### src/hw/lct_pkg.sv
package lct_pkg;
    typedef enum logic [1:0] {
        LCT_MODE_13 = 2'h0,
        LCT_MODE_16 = 2'h1,
        LCT_MODE_RELOAD = 2'h2,
        LCT_MODE_SPLIT = 2'h3
    } lct_mode_t;

    localparam logic [7:0] OFS_A_LOW = 8'h00;
    localparam logic [7:0] OFS_A_HIGH = 8'h04;
    localparam logic [7:0] OFS_B_LOW = 8'h08;
    localparam logic [7:0] OFS_B_HIGH = 8'h0c;
    localparam logic [7:0] OFS_CTL = 8'h10;
    localparam logic [7:0] OFS_MODE = 8'h14;
    localparam logic [7:0] OFS_CLK = 8'h18;
    localparam logic [7:0] OFS_GATE_CFG = 8'h1c;
    localparam logic [7:0] OFS_IEN = 8'h20;
    localparam logic [7:0] OFS_IST = 8'h24;
    localparam logic [7:0] OFS_IMASK = 8'h28;
    localparam logic [7:0] OFS_CH_STEP = 8'h08;

    localparam int CTL_RUN_A = 4;
    localparam int CTL_TF_A = 5;
    localparam int CTL_CH_STEP = 2;
    localparam logic [7:0] CTL_WR_MASK = 8'hf0;
    localparam int MODE_CH_STEP = 4;
    localparam int MODE_CT_OFS = 2;
    localparam int MODE_GATE_OFS = 3;
    localparam int CLK_SCALE_LSB = 0;
    localparam int CLK_SYS_A = 3;
    localparam logic [7:0] CLK_WR_MASK = 8'h1b;

    localparam logic [7:0] RST_BYTE = 8'h00;
    localparam logic [1:0] RST_PAIR = 2'h0;

    localparam int PRE_W = 6;
    localparam logic [5:0] PRE_DIV_0 = 6'h0c;
    localparam logic [5:0] PRE_DIV_1 = 6'h04;
    localparam logic [5:0] PRE_DIV_2 = 6'h30;
    localparam logic [5:0] PRE_DIV_3 = 6'h08;
endpackage : lct_pkg

### src/hw/lct_chan.sv
`timescale 1ns/1ps
module lct_chan (
    input wire logic clk_sys_i,
    input wire logic rst_i,
    input wire logic tick_i,
    input wire logic [1:0] mode_i,
    input wire logic wr_low_i,
    input wire logic wr_high_i,
    input wire logic [7:0] wdat_i,
    output logic [7:0] low_o,
    output logic [7:0] high_o,
    output logic ovf_o
);
    logic [7:0] next_low;
    logic [7:0] next_high;
    logic next_ovf;
    logic [12:0] sum13;
    logic [15:0] sum16;

    always_comb begin
        next_low = low_o;
        next_high = high_o;
        next_ovf = 1'b0;
        sum13 = {high_o, low_o[4:0]} + 13'h0001;
        sum16 = {high_o, low_o} + 16'h0001;
        if (tick_i) begin
            case (mode_i)
                lct_pkg::LCT_MODE_13: begin
                    next_high = sum13[12:5];
                    next_low = {low_o[7:5], sum13[4:0]};
                    next_ovf = (sum13 == 13'h0000);
                end
                lct_pkg::LCT_MODE_16: begin
                    next_high = sum16[15:8];
                    next_low = sum16[7:0];
                    next_ovf = (sum16 == 16'h0000);
                end
                lct_pkg::LCT_MODE_RELOAD: begin
                    if (low_o == 8'hff) begin
                        next_low = high_o;
                        next_ovf = 1'b1;
                    end else begin
                        next_low = low_o + 8'h01;
                    end
                end
                default: begin
                    // Split mode is not provided; the timer simply holds
                    next_low = low_o;
                end
            endcase
        end
        // A software write wins over a count in the same cycle
        if (wr_low_i) begin
            next_low = wdat_i;
        end
        if (wr_high_i) begin
            next_high = wdat_i;
        end
    end

    always_ff @(posedge clk_sys_i or posedge rst_i) begin
        if (rst_i) begin
            low_o <= lct_pkg::RST_BYTE;
            high_o <= lct_pkg::RST_BYTE;
            ovf_o <= 1'b0;
        end else begin
            low_o <= next_low;
            high_o <= next_high;
            ovf_o <= next_ovf;
        end
    end
endmodule : lct_chan

### src/hw/lct_top.sv
// Implementation choices: the address map and the Wishbone register port.
`timescale 1ns/1ps
module lct_top #(
    parameter int ADR_W = 8
) (
    input wire logic clk_sys_i,
    input wire logic rst_i,
    input wire logic wb_cyc_i,
    input wire logic wb_stb_i,
    input wire logic wb_we_i,
    input wire logic [ADR_W-1:0] wb_adr_i,
    input wire logic [3:0] wb_sel_i,
    input wire logic [31:0] wb_dat_i,
    output logic wb_ack_o,
    output logic [31:0] wb_dat_o,
    input wire logic event_pin_a_i,
    input wire logic event_pin_b_i,
    input wire logic gate_input_a_i,
    input wire logic gate_input_b_i,
    input wire logic irq_ack_a_i,
    input wire logic irq_ack_b_i,
    output logic timer_a_irq_o,
    output logic timer_b_irq_o,
    output logic irq_o
);
    if (ADR_W < 8) begin : g_adr_check
        $error("ADR_W must cover the 8-bit register map");
    end

    function automatic logic hit(input logic [ADR_W-1:0] a, input logic [7:0] ofs);
        logic [ADR_W-1:0] o;
        o = ADR_W'(ofs);
        return a[ADR_W-1:2] == o[ADR_W-1:2];
    endfunction : hit

    function automatic logic [5:0] pre_div(input int k);
        case (k)
            0: return lct_pkg::PRE_DIV_0;
            1: return lct_pkg::PRE_DIV_1;
            2: return lct_pkg::PRE_DIV_2;
            default: return lct_pkg::PRE_DIV_3;
        endcase
    endfunction : pre_div

    // Register state
    logic [7:0] ctl;
    logic [7:0] mode_sel;
    logic [7:0] clk_ctl;
    logic [1:0] gate_cfg;
    logic [1:0] ien;
    logic [1:0] ist;
    logic [1:0] imask;
    logic [7:0] next_ctl;
    logic [7:0] next_mode_sel;
    logic [7:0] next_clk_ctl;
    logic [1:0] next_gate_cfg;
    logic [1:0] next_ien;
    logic [1:0] next_ist;
    logic [1:0] next_imask;
    logic next_ack;
    logic [31:0] next_dat;
    logic next_irq;
    logic next_tirq_a;
    logic next_tirq_b;

    // Per-timer views
    logic [1:0] ovf;
    logic [1:0] tick;
    logic [1:0] run;
    logic [1:0] tf;
    logic [1:0] gate_in;
    logic [1:0] irq_ack;
    logic [1:0] wr_low;
    logic [1:0] wr_high;
    logic [7:0] low [2];
    logic [7:0] high [2];

    // Bus decode
    logic acc;
    logic wr;
    logic rd;
    logic [7:0] wbyte;
    logic [7:0] rbyte;

    // Edge detect on event pins: sample then delay, fall seen one cycle late
    logic [1:0] ev_s;
    logic [1:0] ev_d;
    logic [1:0] next_ev_s;
    logic [1:0] next_ev_d;
    logic [1:0] fall;

    // Prescaler
    logic [5:0] pre_cnt [4];
    logic [3:0] pre_tick;

    assign gate_in = {gate_input_b_i, gate_input_a_i};
    assign irq_ack = {irq_ack_b_i, irq_ack_a_i};
    assign acc = wb_cyc_i && wb_stb_i && !wb_ack_o;
    assign wr = acc && wb_we_i && wb_sel_i[0];
    assign rd = acc && !wb_we_i;
    assign wbyte = wb_dat_i[7:0];

    always_comb begin
        next_ev_s = {event_pin_b_i, event_pin_a_i};
        next_ev_d = ev_s;
    end

    assign fall = ev_d & ~ev_s;

    always_ff @(posedge clk_sys_i or posedge rst_i) begin
        if (rst_i) begin
            ev_s <= 2'h3;
            ev_d <= 2'h3;
        end else begin
            ev_s <= next_ev_s;
            ev_d <= next_ev_d;
        end
    end

    // Free-running dividers; each gives a one-cycle enable per period
    for (genvar k = 0; k < 4; k++) begin : g_pre
        logic [5:0] next_pre;
        always_comb begin
            next_pre = (pre_cnt[k] == pre_div(k) - 6'h01) ? 6'h00 : pre_cnt[k] + 6'h01;
        end
        assign pre_tick[k] = (pre_cnt[k] == pre_div(k) - 6'h01);
        always_ff @(posedge clk_sys_i or posedge rst_i) begin
            if (rst_i) begin
                pre_cnt[k] <= 6'h00;
            end else begin
                pre_cnt[k] <= next_pre;
            end
        end
    end

    for (genvar i = 0; i < 2; i++) begin : g_ch
        localparam int RB = lct_pkg::CTL_RUN_A + i * lct_pkg::CTL_CH_STEP;
        localparam int FB = lct_pkg::CTL_TF_A + i * lct_pkg::CTL_CH_STEP;
        localparam int MB = i * lct_pkg::MODE_CH_STEP;
        logic ct_sel;
        logic gate_en;
        logic sys_sel;
        logic gate_ok;
        logic src;
        assign run[i] = ctl[RB];
        assign tf[i] = ctl[FB];
        assign ct_sel = mode_sel[MB + lct_pkg::MODE_CT_OFS];
        assign gate_en = mode_sel[MB + lct_pkg::MODE_GATE_OFS];
        assign sys_sel = clk_ctl[lct_pkg::CLK_SYS_A + i];
        // Gate polarity bit set means the gate input is active high
        assign gate_ok = !gate_en || (gate_in[i] == gate_cfg[i]);
        assign src = ct_sel ? fall[i]
            : (sys_sel ? 1'b1 : pre_tick[clk_ctl[lct_pkg::CLK_SCALE_LSB +: 2]]);
        assign tick[i] = run[i] && gate_ok && src;
        assign wr_low[i] = wr && hit(wb_adr_i, 8'(lct_pkg::OFS_A_LOW
            + lct_pkg::OFS_CH_STEP * i));
        assign wr_high[i] = wr && hit(wb_adr_i, 8'(lct_pkg::OFS_A_HIGH
            + lct_pkg::OFS_CH_STEP * i));

        lct_chan u_chan (
            .clk_sys_i(clk_sys_i),
            .rst_i(rst_i),
            .tick_i(tick[i]),
            .mode_i(mode_sel[MB +: 2]),
            .wr_low_i(wr_low[i]),
            .wr_high_i(wr_high[i]),
            .wdat_i(wbyte),
            .low_o(low[i]),
            .high_o(high[i]),
            .ovf_o(ovf[i])
        );

    end

    always_comb begin
        rbyte = 8'h00;
        if (hit(wb_adr_i, lct_pkg::OFS_A_LOW)) begin
            rbyte = low[0];
        end else if (hit(wb_adr_i, lct_pkg::OFS_A_HIGH)) begin
            rbyte = high[0];
        end else if (hit(wb_adr_i, lct_pkg::OFS_B_LOW)) begin
            rbyte = low[1];
        end else if (hit(wb_adr_i, lct_pkg::OFS_B_HIGH)) begin
            rbyte = high[1];
        end else if (hit(wb_adr_i, lct_pkg::OFS_CTL)) begin
            rbyte = ctl;
        end else if (hit(wb_adr_i, lct_pkg::OFS_MODE)) begin
            rbyte = mode_sel;
        end else if (hit(wb_adr_i, lct_pkg::OFS_CLK)) begin
            rbyte = clk_ctl;
        end else if (hit(wb_adr_i, lct_pkg::OFS_GATE_CFG)) begin
            rbyte = {6'h00, gate_cfg};
        end else if (hit(wb_adr_i, lct_pkg::OFS_IEN)) begin
            rbyte = {6'h00, ien};
        end else if (hit(wb_adr_i, lct_pkg::OFS_IST)) begin
            rbyte = {6'h00, ist};
        end else if (hit(wb_adr_i, lct_pkg::OFS_IMASK)) begin
            rbyte = {6'h00, imask};
        end
    end

    always_comb begin
        next_ack = acc;
        next_dat = rd ? {24'h000000, rbyte} : 32'h00000000;
        next_ctl = ctl;
        next_mode_sel = mode_sel;
        next_clk_ctl = clk_ctl;
        next_gate_cfg = gate_cfg;
        next_ien = ien;
        next_imask = imask;
        // Run and flag bits only; a run write leaves the count alone
        if (wr && hit(wb_adr_i, lct_pkg::OFS_CTL)) begin
            next_ctl = wbyte & lct_pkg::CTL_WR_MASK;
        end
        if (wr && hit(wb_adr_i, lct_pkg::OFS_MODE)) begin
            next_mode_sel = wbyte;
        end
        if (wr && hit(wb_adr_i, lct_pkg::OFS_CLK)) begin
            next_clk_ctl = wbyte & lct_pkg::CLK_WR_MASK;
        end
        if (wr && hit(wb_adr_i, lct_pkg::OFS_GATE_CFG)) begin
            next_gate_cfg = wbyte[1:0];
        end
        if (wr && hit(wb_adr_i, lct_pkg::OFS_IEN)) begin
            next_ien = wbyte[1:0];
        end
        if (wr && hit(wb_adr_i, lct_pkg::OFS_IMASK)) begin
            next_imask = wbyte[1:0];
        end
        // Overflow beats a same-cycle clear so no event is lost
        for (int i = 0; i < 2; i++) begin
            next_ctl[lct_pkg::CTL_TF_A + i * lct_pkg::CTL_CH_STEP] = ovf[i]
                || (next_ctl[lct_pkg::CTL_TF_A + i * lct_pkg::CTL_CH_STEP]
                && !irq_ack[i]);
        end
        // Status clears on read, again losing nothing that lands that cycle
        next_ist = ovf | ((rd && hit(wb_adr_i, lct_pkg::OFS_IST)) ? 2'h0 : ist);
        next_irq = |(next_ist & next_imask);
        next_tirq_a = next_ctl[lct_pkg::CTL_TF_A] && next_ien[0];
        next_tirq_b = next_ctl[lct_pkg::CTL_TF_A + lct_pkg::CTL_CH_STEP]
            && next_ien[1];
    end

    always_ff @(posedge clk_sys_i or posedge rst_i) begin
        if (rst_i) begin
            wb_ack_o <= 1'b0;
            wb_dat_o <= 32'h00000000;
            ctl <= lct_pkg::RST_BYTE;
            mode_sel <= lct_pkg::RST_BYTE;
            clk_ctl <= lct_pkg::RST_BYTE;
            gate_cfg <= lct_pkg::RST_PAIR;
            ien <= lct_pkg::RST_PAIR;
            ist <= lct_pkg::RST_PAIR;
            imask <= lct_pkg::RST_PAIR;
            irq_o <= 1'b0;
            timer_a_irq_o <= 1'b0;
            timer_b_irq_o <= 1'b0;
        end else begin
            wb_ack_o <= next_ack;
            wb_dat_o <= next_dat;
            ctl <= next_ctl;
            mode_sel <= next_mode_sel;
            clk_ctl <= next_clk_ctl;
            gate_cfg <= next_gate_cfg;
            ien <= next_ien;
            ist <= next_ist;
            imask <= next_imask;
            irq_o <= next_irq;
            timer_a_irq_o <= next_tirq_a;
            timer_b_irq_o <= next_tirq_b;
        end
    end
endmodule : lct_top

### config.mk
export PLATFORM = sky130hd
export DESIGN_NAME = lct_top
export DESIGN_NICKNAME = d
export VERILOG_FILES = /design/src/hw/lct_pkg.sv /design/src/hw/lct_chan.sv /design/src/hw/lct_top.sv
export SDC_FILE = /design/constraint.sdc
export NUM_CORES = 1
export LEC_CHECK = 0
export BUFFER_PORTS_ARGS = -buffer_cell sky130_fd_sc_hd__buf_2
export CAP_MARGIN = 20
export CORE_ASPECT_RATIO = 2
export CORE_MARGIN = 1
export CORE_UTILIZATION = 40
export CTS_CLUSTER_DIAMETER = 50
export DETAILED_ROUTE_END_ITERATION = 7
export PLACE_DENSITY_LB_ADDON = 0.3
export RECOVER_POWER = 25
export SLEW_MARGIN = 25
export SYNTH_ARGS = -nofsm -noshare
export SYNTH_HDL_FRONTEND = slang
export SYNTH_SLANG_ARGS = --single-unit
### constraint.sdc
create_clock -name clk_sys_i -period 6 [get_ports clk_sys_i]
set_input_delay 0.3 -clock clk_sys_i [delete_from_list [all_inputs] [get_ports clk_sys_i]]
set_output_delay 0.3 -clock clk_sys_i [all_outputs]
set_load 0.02 [all_outputs]
==> results.toml, run 1 <==
[synth]
avgSynthCellArea_um2 = 8.64
async_flop_share_pct = 100
netlist_area_um2 = 6690
ys_seq_area_share_pct = 36.7
synth_cells = 774
yosysMostFrequentCell = "dfrtp_1"
synth_common_cells = "dfrtp_1 (94), nand2_1 (76), nand3_1 (63), nor2_1 (54), o21ai_0 (49)"
ys.flop_type = "dfrtp_1"
synth_edf_count = 0
synth_top_area_share_pct = 35.2
synth.area.top_cells = "dfrtp_1 (35%), nand3_1 (4.7%), nand2_1 (4.3%)"
yosysWarnings = 0
synth.distinct_cells = 80
netlist.top_cell.by_area = "dfrtp_1"
synth_seq_cells = 98

[setup_path]
crit_type = "flop to flop"
cp.required_ns = 6.18
cp_slowest_stage_delay_ns = 0.58
crit_chain = "ha_1 -> and4_4 -> mux2_4 -> o21ai_2 -> nand2_2 -> a2111oi_4 -> o211ai_2 -> a2111oi_2"
rrSetupSlack_ns = 3.01
worst_path_max_delay_cell = "a2111oi_2"
timing.rr.end = "g_ch[1].u_chan.ovf_o"
cp-end-kind = "flop"
crit_arrival_ns = 3.18
worst_setup_path_start_kind = "flop"
reg2reg_depth = 8
path_max_fanout = 9
r2r-start = "g_ch[1].u_chan.low_o[1]"

[power]
swShare_pct = 28.3
power.density_nw_per_um2 = 210
sequentialPowerShare_pct = 48.0
vdd_drop_max_mv = 0.140
combinationalPowerShare_pct = 13.0
p_leak_nw = 2.96
clock_power_share_pct = 39.0
p_sw_w = 0.000424
p_int_w = 0.00107

[floorplanning]
die_w_um = 93.4
core_um2 = 16300
placementRows = 66
die_y_um = 185
start_util_pct = 41.1
fp.dieArea_um2 = 17300
ios = 91

[clocking]
htree_levels = 3
clock_sinks = 98
numCtsBuffers = 9
clk-insertion-delay-late_ns = 0.36
cts.repair.resized = 0
clk_path_buf_depth = 2
cts-root-buf = "clkbuf_16"
cts_setup_buffers = 0
clk_pin_slew_ns = 0.07
cts_tree = "yes"
postCtsHoldBufs = 0

[grt]
grt_pass1_wl_mm = 30.6
antenna_found_initial = 0
grt_pass1_vias = 5685
grtUsageTotal_pct = 23.6
grt-ovfl-total = 0
grt_max_degree = 55

[timing]
fin_ws_ns = 3.01
relSlewSlack_pct = -31.9
worst_pin_slew_ns = 1.97
fin_skew_ns = 0.0131
finalSetupViolations = 0
hold_slack_ns = 0.0449
final_hold_viol_count = 0
tns_ns = 0
rsz0062_at_grt = "false"
max_freq_ghz = 0.334
timing.final.crit_share_pct = 49.9
slew_viol_final = 46
fin_crit_ns = 2.99

[finish]
stdcell_count = 979
drive_gt1_share_pct = 13.9
area_growth_pct = 6.51
layout.nets = 841
n_antenna_cell = 0
fillers = 1602

[drt]
num_vias = 5753
ant_nets = 0
drc = 0
vias_per_cell = 5.88
wl_per_cell_um = 19.6
drt_first_pass_iters = 5
drt-initial-drc-count = 424
drt-total-wl_mm = 19.2

[run_status]
outcome = "finished with violations"
violations = "capacitance limit, slew limit"

[hold_path]
min_to = "ev_s[1]"
worstHoldStart = "event_pin_b_i"
hold_class = "input pin to flop"
min_path_cells = 1

[place]
dp_cells = 963
place_hpwl_mm = 14.3
finalWeightedCongestion = 0.924
place.port_buffers = 37
dpl_worst_slack_ns = 3.02

[run]
max-cap-violations = 1
==> state kept, by name (all words and copies together), names as in the netlist, 2 cells and up <==
name and count:
clk_ctl 4, ctl 4, ev_d 2, ev_s 2, g_ch.u_chan.high_o 16, g_ch.u_chan.low_o 16, g_ch.u_chan.ovf_o 2, gate_cfg 2
ien 2, imask 2, ist 2, mode_sel 8, pre_cnt 24, wb_dat_o 8
==> per-layer routing <==
| metal | share of wire, % | track usage (%) |
|---|---|---|
| met1 | 37 | 25.4 |
| met2 | 52 | 42.5 |
| met3 | 4.2 | 2.59 |
| met4 | 6.7 | 16.1 |
| met5 | 0 | 0 |
==> how the worst max path moves through the flow <==
stage / start / end / slack, ns / cells past startpoint
final: g_ch[1].u_chan.low_o[1] / g_ch[1].u_chan.ovf_o / 3.01 / 8
after global routing: pre_cnt[0] / g_ch[0].u_chan.low_o[1] / 2.85 / 8
after CTS: g_ch[1].u_chan.high_o[1] / g_ch[1].u_chan.ovf_o / 3.03 / 7
after detailed placement: g_ch[1].u_chan.high_o[1] / g_ch[1].u_chan.ovf_o / 3.02 / 7
after global placement: g_ch[1].u_chan.high_o[1] / g_ch[1].u_chan.ovf_o / 3.06 / 7
after floorplan: rst_i / clk_ctl[0] / 3.14 / 1
==> power by group through the flow <==
stage	logic, W	clock network [W]	registers [W]
4_1_cts	0.000195	0.000598	0.000717
3_3_place_gp	0.000193	0	0.000729
3_5_place_dp	0.000194	0	0.000730
5_1_grt	0.000217	0.000624	0.000721
6_report	0.000195	0.000583	0.000719
2_1_floorplan	0.000177	0	0.000705
==> layout make-up <==
type	instances	area (µm²)	area share, %
inverters	16	61.3	0.861
multi-input cells	602	3820	53.7
well taps	204	255	3.58
flip-flops and latches	98	2460	34.5
clock inverters	6	66.3	0.931
repair buffers	43	230	3.23
clock buffers	10	229	3.21
==> critical path, delay by kind of cell, from the launching register on <==
kind / cells / cell delay (ns)
AOI/OAI and AO/OA: 4 / 1.26
DFF: 1 / 0.48
and+or+nand+nor: 2 / 0.42
adders and majority gates: 1 / 0.35
muxes: 1 / 0.31
==> cells by family (layout without fill, tap and decap cells) <==
| logic type | after synthesis | in the layout | synth area share (%) |
|---|---|---|---|
| AND/OR/NAND/NOR | 299 | 299 | 22.7 |
| AO/OA/AOI/OAI | 175 | 175 | 17.4 |
| flip-flops | 98 | 98 | 36.7 |
| buffers and inverters | 97 | 75 | 7.44 |
| XOR/XNOR | 49 | 49 | 6.42 |
| multiplexers | 39 | 39 | 6.29 |
| adder cells (fa/ha/maj) | 16 | 16 | 2.99 |
| other | 1 | 24 | 0.0561 |
==> metrics by stage <==
step | total power [W] | util [%] | cell area [µm²]
2_1_floorplan | 0.000883 | - | 6780
3_3_place_gp | 0.000922 | 42.0 | 6830
3_5_place_dp | 0.000924 | 42.0 | 6830
4_1_cts | 0.00151 | 43.8 | 7130
5_1_grt | 0.00156 | 43.8 | 7120
6_report | 0.00150 | 43.8 | 7120
==> cell usage in the layout, fill, tap and decap left out, drive strengths merged, types with 11 or more instances in the layout <==
cell type,instances
dfrtp,94
nand2,77
nand3,64
o21ai,56
nor2,55
buf,43
a21oi,34
xor2,27
conb,24
xnor2,22
mux2,21
nor3,19
mux2i,18
inv,17
ha,16
nand4,14
a22oi,11
and3,11
(Power assumes the default switching activity.)
==> run 2: changes to the inputs <==
==> constraint.sdc (replaced) <==
create_clock -name clk_sys_i -period 2.7 [get_ports clk_sys_i]
set_input_delay 0.135 -clock clk_sys_i [delete_from_list [all_inputs] [get_ports clk_sys_i]]
set_output_delay 0.135 -clock clk_sys_i [all_outputs]
set_load 0.02 [all_outputs]
==> run 2 against run 1 <==
  * The run still ends with capacitance limit, slew limit left
  * Clock skew down 0.0028 ns
  * Sequential cell count unchanged
  * Cell count increased by 6.0%
  * Final area up 7.1%
  * Critical path type unchanged
  * Worst setup slack lost 2.9 ns
  * Clock-buffer cell count unchanged
  * Sequential power grew 120%
  * Largest power group unchanged
==> results.toml, run 2 (synthesized netlist as in run 1, its figures left out) <==
[run_status]
outcome = "finished with violations"
violations = "capacitance limit, slew limit"

[finish]
final_common_cell = "dfrtp_1"
fillers = 1580
layout.nets = 900
n_antenna_cell = 0
final_cell_mix = "dfrtp_1 (94), nand2_1 (76), nand3_1 (63), buf_4 (58), nor2_1 (53)"
largest_reg_flops = 24
area_growth_pct = 14.0
drive_gt1_share_pct = 19.7
regMostFlops = "pre_cnt"
fin_util_pct = 46.9
top_regs = "pre_cnt: 24 flops, g_ch.u_chan.high_o: 16 flops, g_ch.u_chan.low_o: 16 flops"

[power]
sequentialPowerShare_pct = 44.9
clock_power_share_pct = 39.2
p_sw_w = 0.000991
p_total_w = 0.00346
power.density_nw_per_um2 = 453
p_leak_nw = 3.29
p_int_w = 0.00247
combinationalPowerShare_pct = 15.9
swShare_pct = 28.7
vdd_drop_max_mv = 0.331

[clocking]
cts_tree = "yes"
clk_pin_slew_ns = 0.07
clk-insertion-delay-late_ns = 0.36
htree_levels = 3
cts-root-buf = "clkbuf_16"
clk_path_buf_depth = 2
clock_sinks = 98
numCtsBuffers = 9

[timing]
worst_pin_slew_ns = 1.90
fin_skew_ns = 0.0104
finalSetupViolations = 0
fin_crit_ns = 2.54
timing.final.crit_share_pct = 94.2
slew_viol_final = 49
max_freq_ghz = 0.393
final_hold_viol_count = 0
tns_ns = 0
relSlewSlack_pct = -27.0

[floorplanning]
core_um2 = 16300
fp.dieArea_um2 = 17300
placementRows = 66
ios = 91
die_w_um = 93.4
die_y_um = 185
start_util_pct = 41.1

[drt]
ant_nets = 0
num_vias = 6087
vias_per_cell = 5.86
drc = 0
wl_per_cell_um = 19.7
drt-initial-drc-count = 462
drt_first_pass_iters = 5
drt-total-wl_mm = 20.5

[grt]
grt-ovfl-total = 0
grt_max_degree = 51
grt_pass1_vias = 5810
grt_pass1_wl_mm = 32.0
grtUsageTotal_pct = 25.1
antenna_found_initial = 0

[setup_path]
crit_arrival_ns = 2.77
path_max_fanout = 7
cp-startpoint = "pre_cnt[6]"
crit_type = "flop to flop"
worst_setup_path_start_kind = "flop"
reg2reg_depth = 11
cp-end-kind = "flop"
cp.required_ns = 2.93
r2r-start = "pre_cnt[6]"

[place]
finalWeightedCongestion = 0.945
place_hpwl_mm = 15.4
place.port_buffers = 37

[hold_path]
min_path_cells = 3
hold_class = "input pin to flop"
worstHoldStart = "wb_stb_i"

[run]
max-cap-violations = 1
## run 2: stage by stage
step	area (µm²)	cells	worst slack, ns	hold WS [ns]
after floorplan	6780	797	0.00954	0.139
after global placement	7250	1016	0.129	0.241
after detailed placement	7250	1016	0.121	0.242
after CTS	7610	1037	0.102	0.0504
after global routing	7630	1038	-0.00770	0.0863
final	7630	1038	0.158	0.0534
## run 2: worst max-delay path, stage by stage (launching register included)
cell and delay (ns):
dfrtp_1 0.43, ha_1 0.25, nand3_1 0.16, nor2_1 0.10, o32ai_1 0.53, a21oi_2 0.12, buf_4 0.19, o31a_1 0.10
buf_4 0.16, buf_4 0.14, a22oi_1 0.12, o31ai_1 0.09
## run 2: per-layer routing
| layer | routed length, µm | GRT usage (%) | vias to the layer above | share of wire, % |
|---|---|---|---|---|
| met5 | 0 | 0 | - | 0 |
| met4 | 1460 | 18.8 | 0 | 7.1 |
| met3 | 911 | 3.49 | 96 | 4.5 |
| met2 | 10900 | 45.0 | 240 | 53 |
| met1 | 7150 | 25.9 | 2911 | 35 |
| li1 | - | - | 2840 | - |
## run 2: path summary, 6_finish.rpt
check	endpoint	slack, ns
worst max-delay path	g_ch[0].u_chan.low_o[4]	0.16
worst min-delay path	wb_ack_o	0.05
worst max register to register	g_ch[0].u_chan.low_o[4]	0.16
worst min register to register	ev_d[0]	0.37
max in group asynchronous	g_ch[0].u_chan.low_o[6]	0.66
min in group asynchronous	pre_cnt[8]	0.94
## run 2: power groups by stage
stage	combinational (W)	clock, W	sequential, W
after floorplan	0.000394	0	0.00157
after global placement	0.000534	0	0.00158
after detailed placement	0.000537	0	0.00158
after CTS	0.000544	0.00139	0.00155
after global routing	0.000602	0.00143	0.00156
final	0.000549	0.00135	0.00155
## run 2: area by class of cell
class / count / area [µm²] / share of cell area [%]
multi-input cells: 602 / 3830 / 50.3
flip-flops and latches: 98 / 2460 / 32.2
repair buffers: 102 / 711 / 9.32
well taps: 204 / 255 / 3.35
clock buffers: 10 / 239 / 3.13
clock inverters: 6 / 71.3 / 0.935
inverters: 16 / 60.1 / 0.787
## run 2: what timing repair did
action / in CTS / in global routing
hold endpoints to repair: 48 / 0
gates resized for setup: 0 / 3
endpoints found under the setup margin: 0 / 12
setup buffers: 0 / 1
hold buffers: 5 / 0
==> run 3: changes to the inputs <==
--- a/config.mk
+++ b/config.mk
@@ -9,7 +9,7 @@
 export CAP_MARGIN = 20
 export CORE_ASPECT_RATIO = 2
 export CORE_MARGIN = 1
-export CORE_UTILIZATION = 40
+export CORE_UTILIZATION = 53
 export CTS_CLUSTER_DIAMETER = 50
 export DETAILED_ROUTE_END_ITERATION = 7
 export PLACE_DENSITY_LB_ADDON = 0.3
==> run 3 against run 2 <==
  * The flow now finishes without violations
  * Via count shrank 0.79%
  * Core utilization grew 14 points
  * Clock power is essentially flat
  * Critical path depth shrank 3
  * Final area shrank 3.3%
  * Largest power group unchanged
  * Clock-buffer cell count is the same
  * Critical endpoint is now g_ch[1].u_chan.low_o[1]
  * Global-route usage grew 7.8 points
  * Sequential cell count is the same
  * Sequential share of layout area grew 1.1 points
  * Total power shrank 0.11%
  * Register-to-register slack lost 0.07 ns
  * First-iteration DRC count grew 16%
==> results.toml, run 3 (synthesized netlist as in run 1, its figures left out) <==
[run_status]
outcome = "finished, final reports clean"

[setup_path]
worst_setup_path_start_kind = "flop"
crit_type = "flop to flop"
cp_slowest_stage_delay_ns = 0.69
path_max_fanout = 7
crit_chain = "ha_1 -> nand2_1 -> nor4b_1 -> buf_4 -> o31ai_1 -> nor2_1 -> o31a_1 -> o311ai_0"
crit_arrival_ns = 2.83
cp-end-kind = "flop"
worst_path_max_delay_cell = "o31ai_1"
cp.required_ns = 2.92

[finish]
final_common_cell = "dfrtp_1"
n_antenna_cell = 0
fin_area_um2 = 7380
largest_reg_flops = 24
final_cell_mix = "dfrtp_1 (92), nand2_1 (76), nand3_1 (63), nor2_1 (53), o21ai_0 (49)"
area_growth_pct = 10.3
drive_gt1_share_pct = 16.5
regMostFlops = "pre_cnt"
fillers = 1104
fin_util_pct = 60.5
top_regs = "pre_cnt: 24 flops, g_ch.u_chan.high_o: 16 flops, g_ch.u_chan.low_o: 16 flops"
layout.nets = 878

[drt]
vias_per_cell = 6.30
drt-total-wl_mm = 20.1
drc = 0
drt_first_pass_iters = 8
ant_nets = 0
wl_per_cell_um = 21.0
drt-initial-drc-count = 537
num_vias = 6039

[place]
place.port_buffers = 37
finalWeightedCongestion = 0.993
placed_cell_area_um2 = 6980
place_hpwl_mm = 15.1

[timing]
fin_crit_ns = 2.61
timing.final.crit_share_pct = 96.8
hold_slack_ns = 0.123
rsz0062_at_grt = "true"
worst_pin_slew_ns = 1.28
relSlewSlack_pct = 14.8
tns_ns = 0
slew_viol_final = 0
max_freq_ghz = 0.383
fin_skew_ns = 0.00988
finalSetupViolations = 0
final_hold_viol_count = 0

[run]
max-cap-violations = 0

[power]
vdd_drop_max_mv = 0.310
p_leak_nw = 3.13
p_total_w = 0.00345
power.density_nw_per_um2 = 468

[clocking]
cts_tree = "yes"
numCtsBuffers = 9
clock_sinks = 98
clk_pin_slew_ns = 0.07
cts-root-buf = "clkbuf_16"
clk-insertion-delay-late_ns = 0.35
htree_levels = 3
clk_path_buf_depth = 2

[floorplanning]
ios = 91
die_y_um = 161
start_util_pct = 54.8
placementRows = 57
core_um2 = 12200
fp.dieArea_um2 = 13100
die_w_um = 81.4

[grt]
grt_pass1_vias = 6043
grtUsageTotal_pct = 32.8
grt-ovfl-total = 0
grt_max_degree = 62
antenna_found_initial = 0
grt_pass1_wl_mm = 31.9

[hold_path]
hold_class = "input pin to flop"
-- run 3: cell types whose count changed in the layout (fill, tap and decap cells not counted), moves of 2 or more --
cell      delta
buf_4       -21
dfrtp_2      +2
dfrtp_1      -2
clkinv_4     +2
clkbuf_1    +12
buf_2       -12
-- run 3: what timing repair did --
action,in CTS,in global routing
hold buffers,5,0
endpoints found under the setup margin,0,11
resized for setup,0,5
buffers inserted,0,3
hold endpoints to repair,60,0
-- run 3: metrics by stage --
step                cells  setup slack (ns)
floorplan             797           0.00954
detailed placement    935            0.0683
finish                959            0.0864
CTS                   956            0.0518
global route          959           -0.0474
global placement      935            0.0950
-- run 3: worst paths after layout --
path / cells past startpoint / start / slack [ns] / endpoint
hold / removal: 3 / wb_stb_i / 0.12 / wb_ack_o
setup / recovery: 8 / pre_cnt[18] / 0.09 / g_ch[1].u_chan.low_o[1]
setup reg to reg: 8 / pre_cnt[18] / 0.09 / g_ch[1].u_chan.low_o[1]
hold reg to reg: 0 / ev_s[1] / 0.37 / ev_d[1]
max in group asynchronous: 4 / rst_i / 1.17 / imask[0]
min in group asynchronous: 3 / rst_i / 0.68 / pre_cnt[16]
-- run 3: where the power goes --
part	total, W	internal, W	leakage (nW)	switching, W
Combinational	0.000506	0.000182	1.67	0.000324
Clock	0.00136	0.000765	0.158	0.000597
Sequential	0.00159	0.00151	1.30	0.0000756
-- run 3: layer usage --
layer | routed length [µm] | part of all wire, % | GRT usage [%] | up-vias
met2 | 10500 | 52 | 57.3 | 241
met4 | 1710 | 8.5 | 24.7 | 0
li1 | - | - | - | 2795
met5 | 0 | 0 | 0 | -
met3 | 992 | 4.9 | 5.06 | 104
met1 | 6910 | 34 | 33.7 | 2899
-- run 3: critical path, delay by kind of cell, from the launching register on --
kind                       cells  cell delay [ns]
buffers and inverters          1             0.14
AOI/OAI and AO/OA              3             1.30
and+or+nand+nor                3             0.36
DFF                            1             0.42
adders and majority gates      1             0.25
-- run 3: cell type report --
type / count / area [µm²] / area share [%]
Clock buffer: 10 / 239 / 3.24
Clock inverter: 6 / 83.8 / 1.14
Inverter: 16 / 60.1 / 0.814
Multi-Input combinational cell: 602 / 3830 / 52.0
Sequential cell: 98 / 2460 / 33.3
Tap cell: 147 / 184 / 2.49
Timing Repair Buffer: 80 / 518 / 7.02
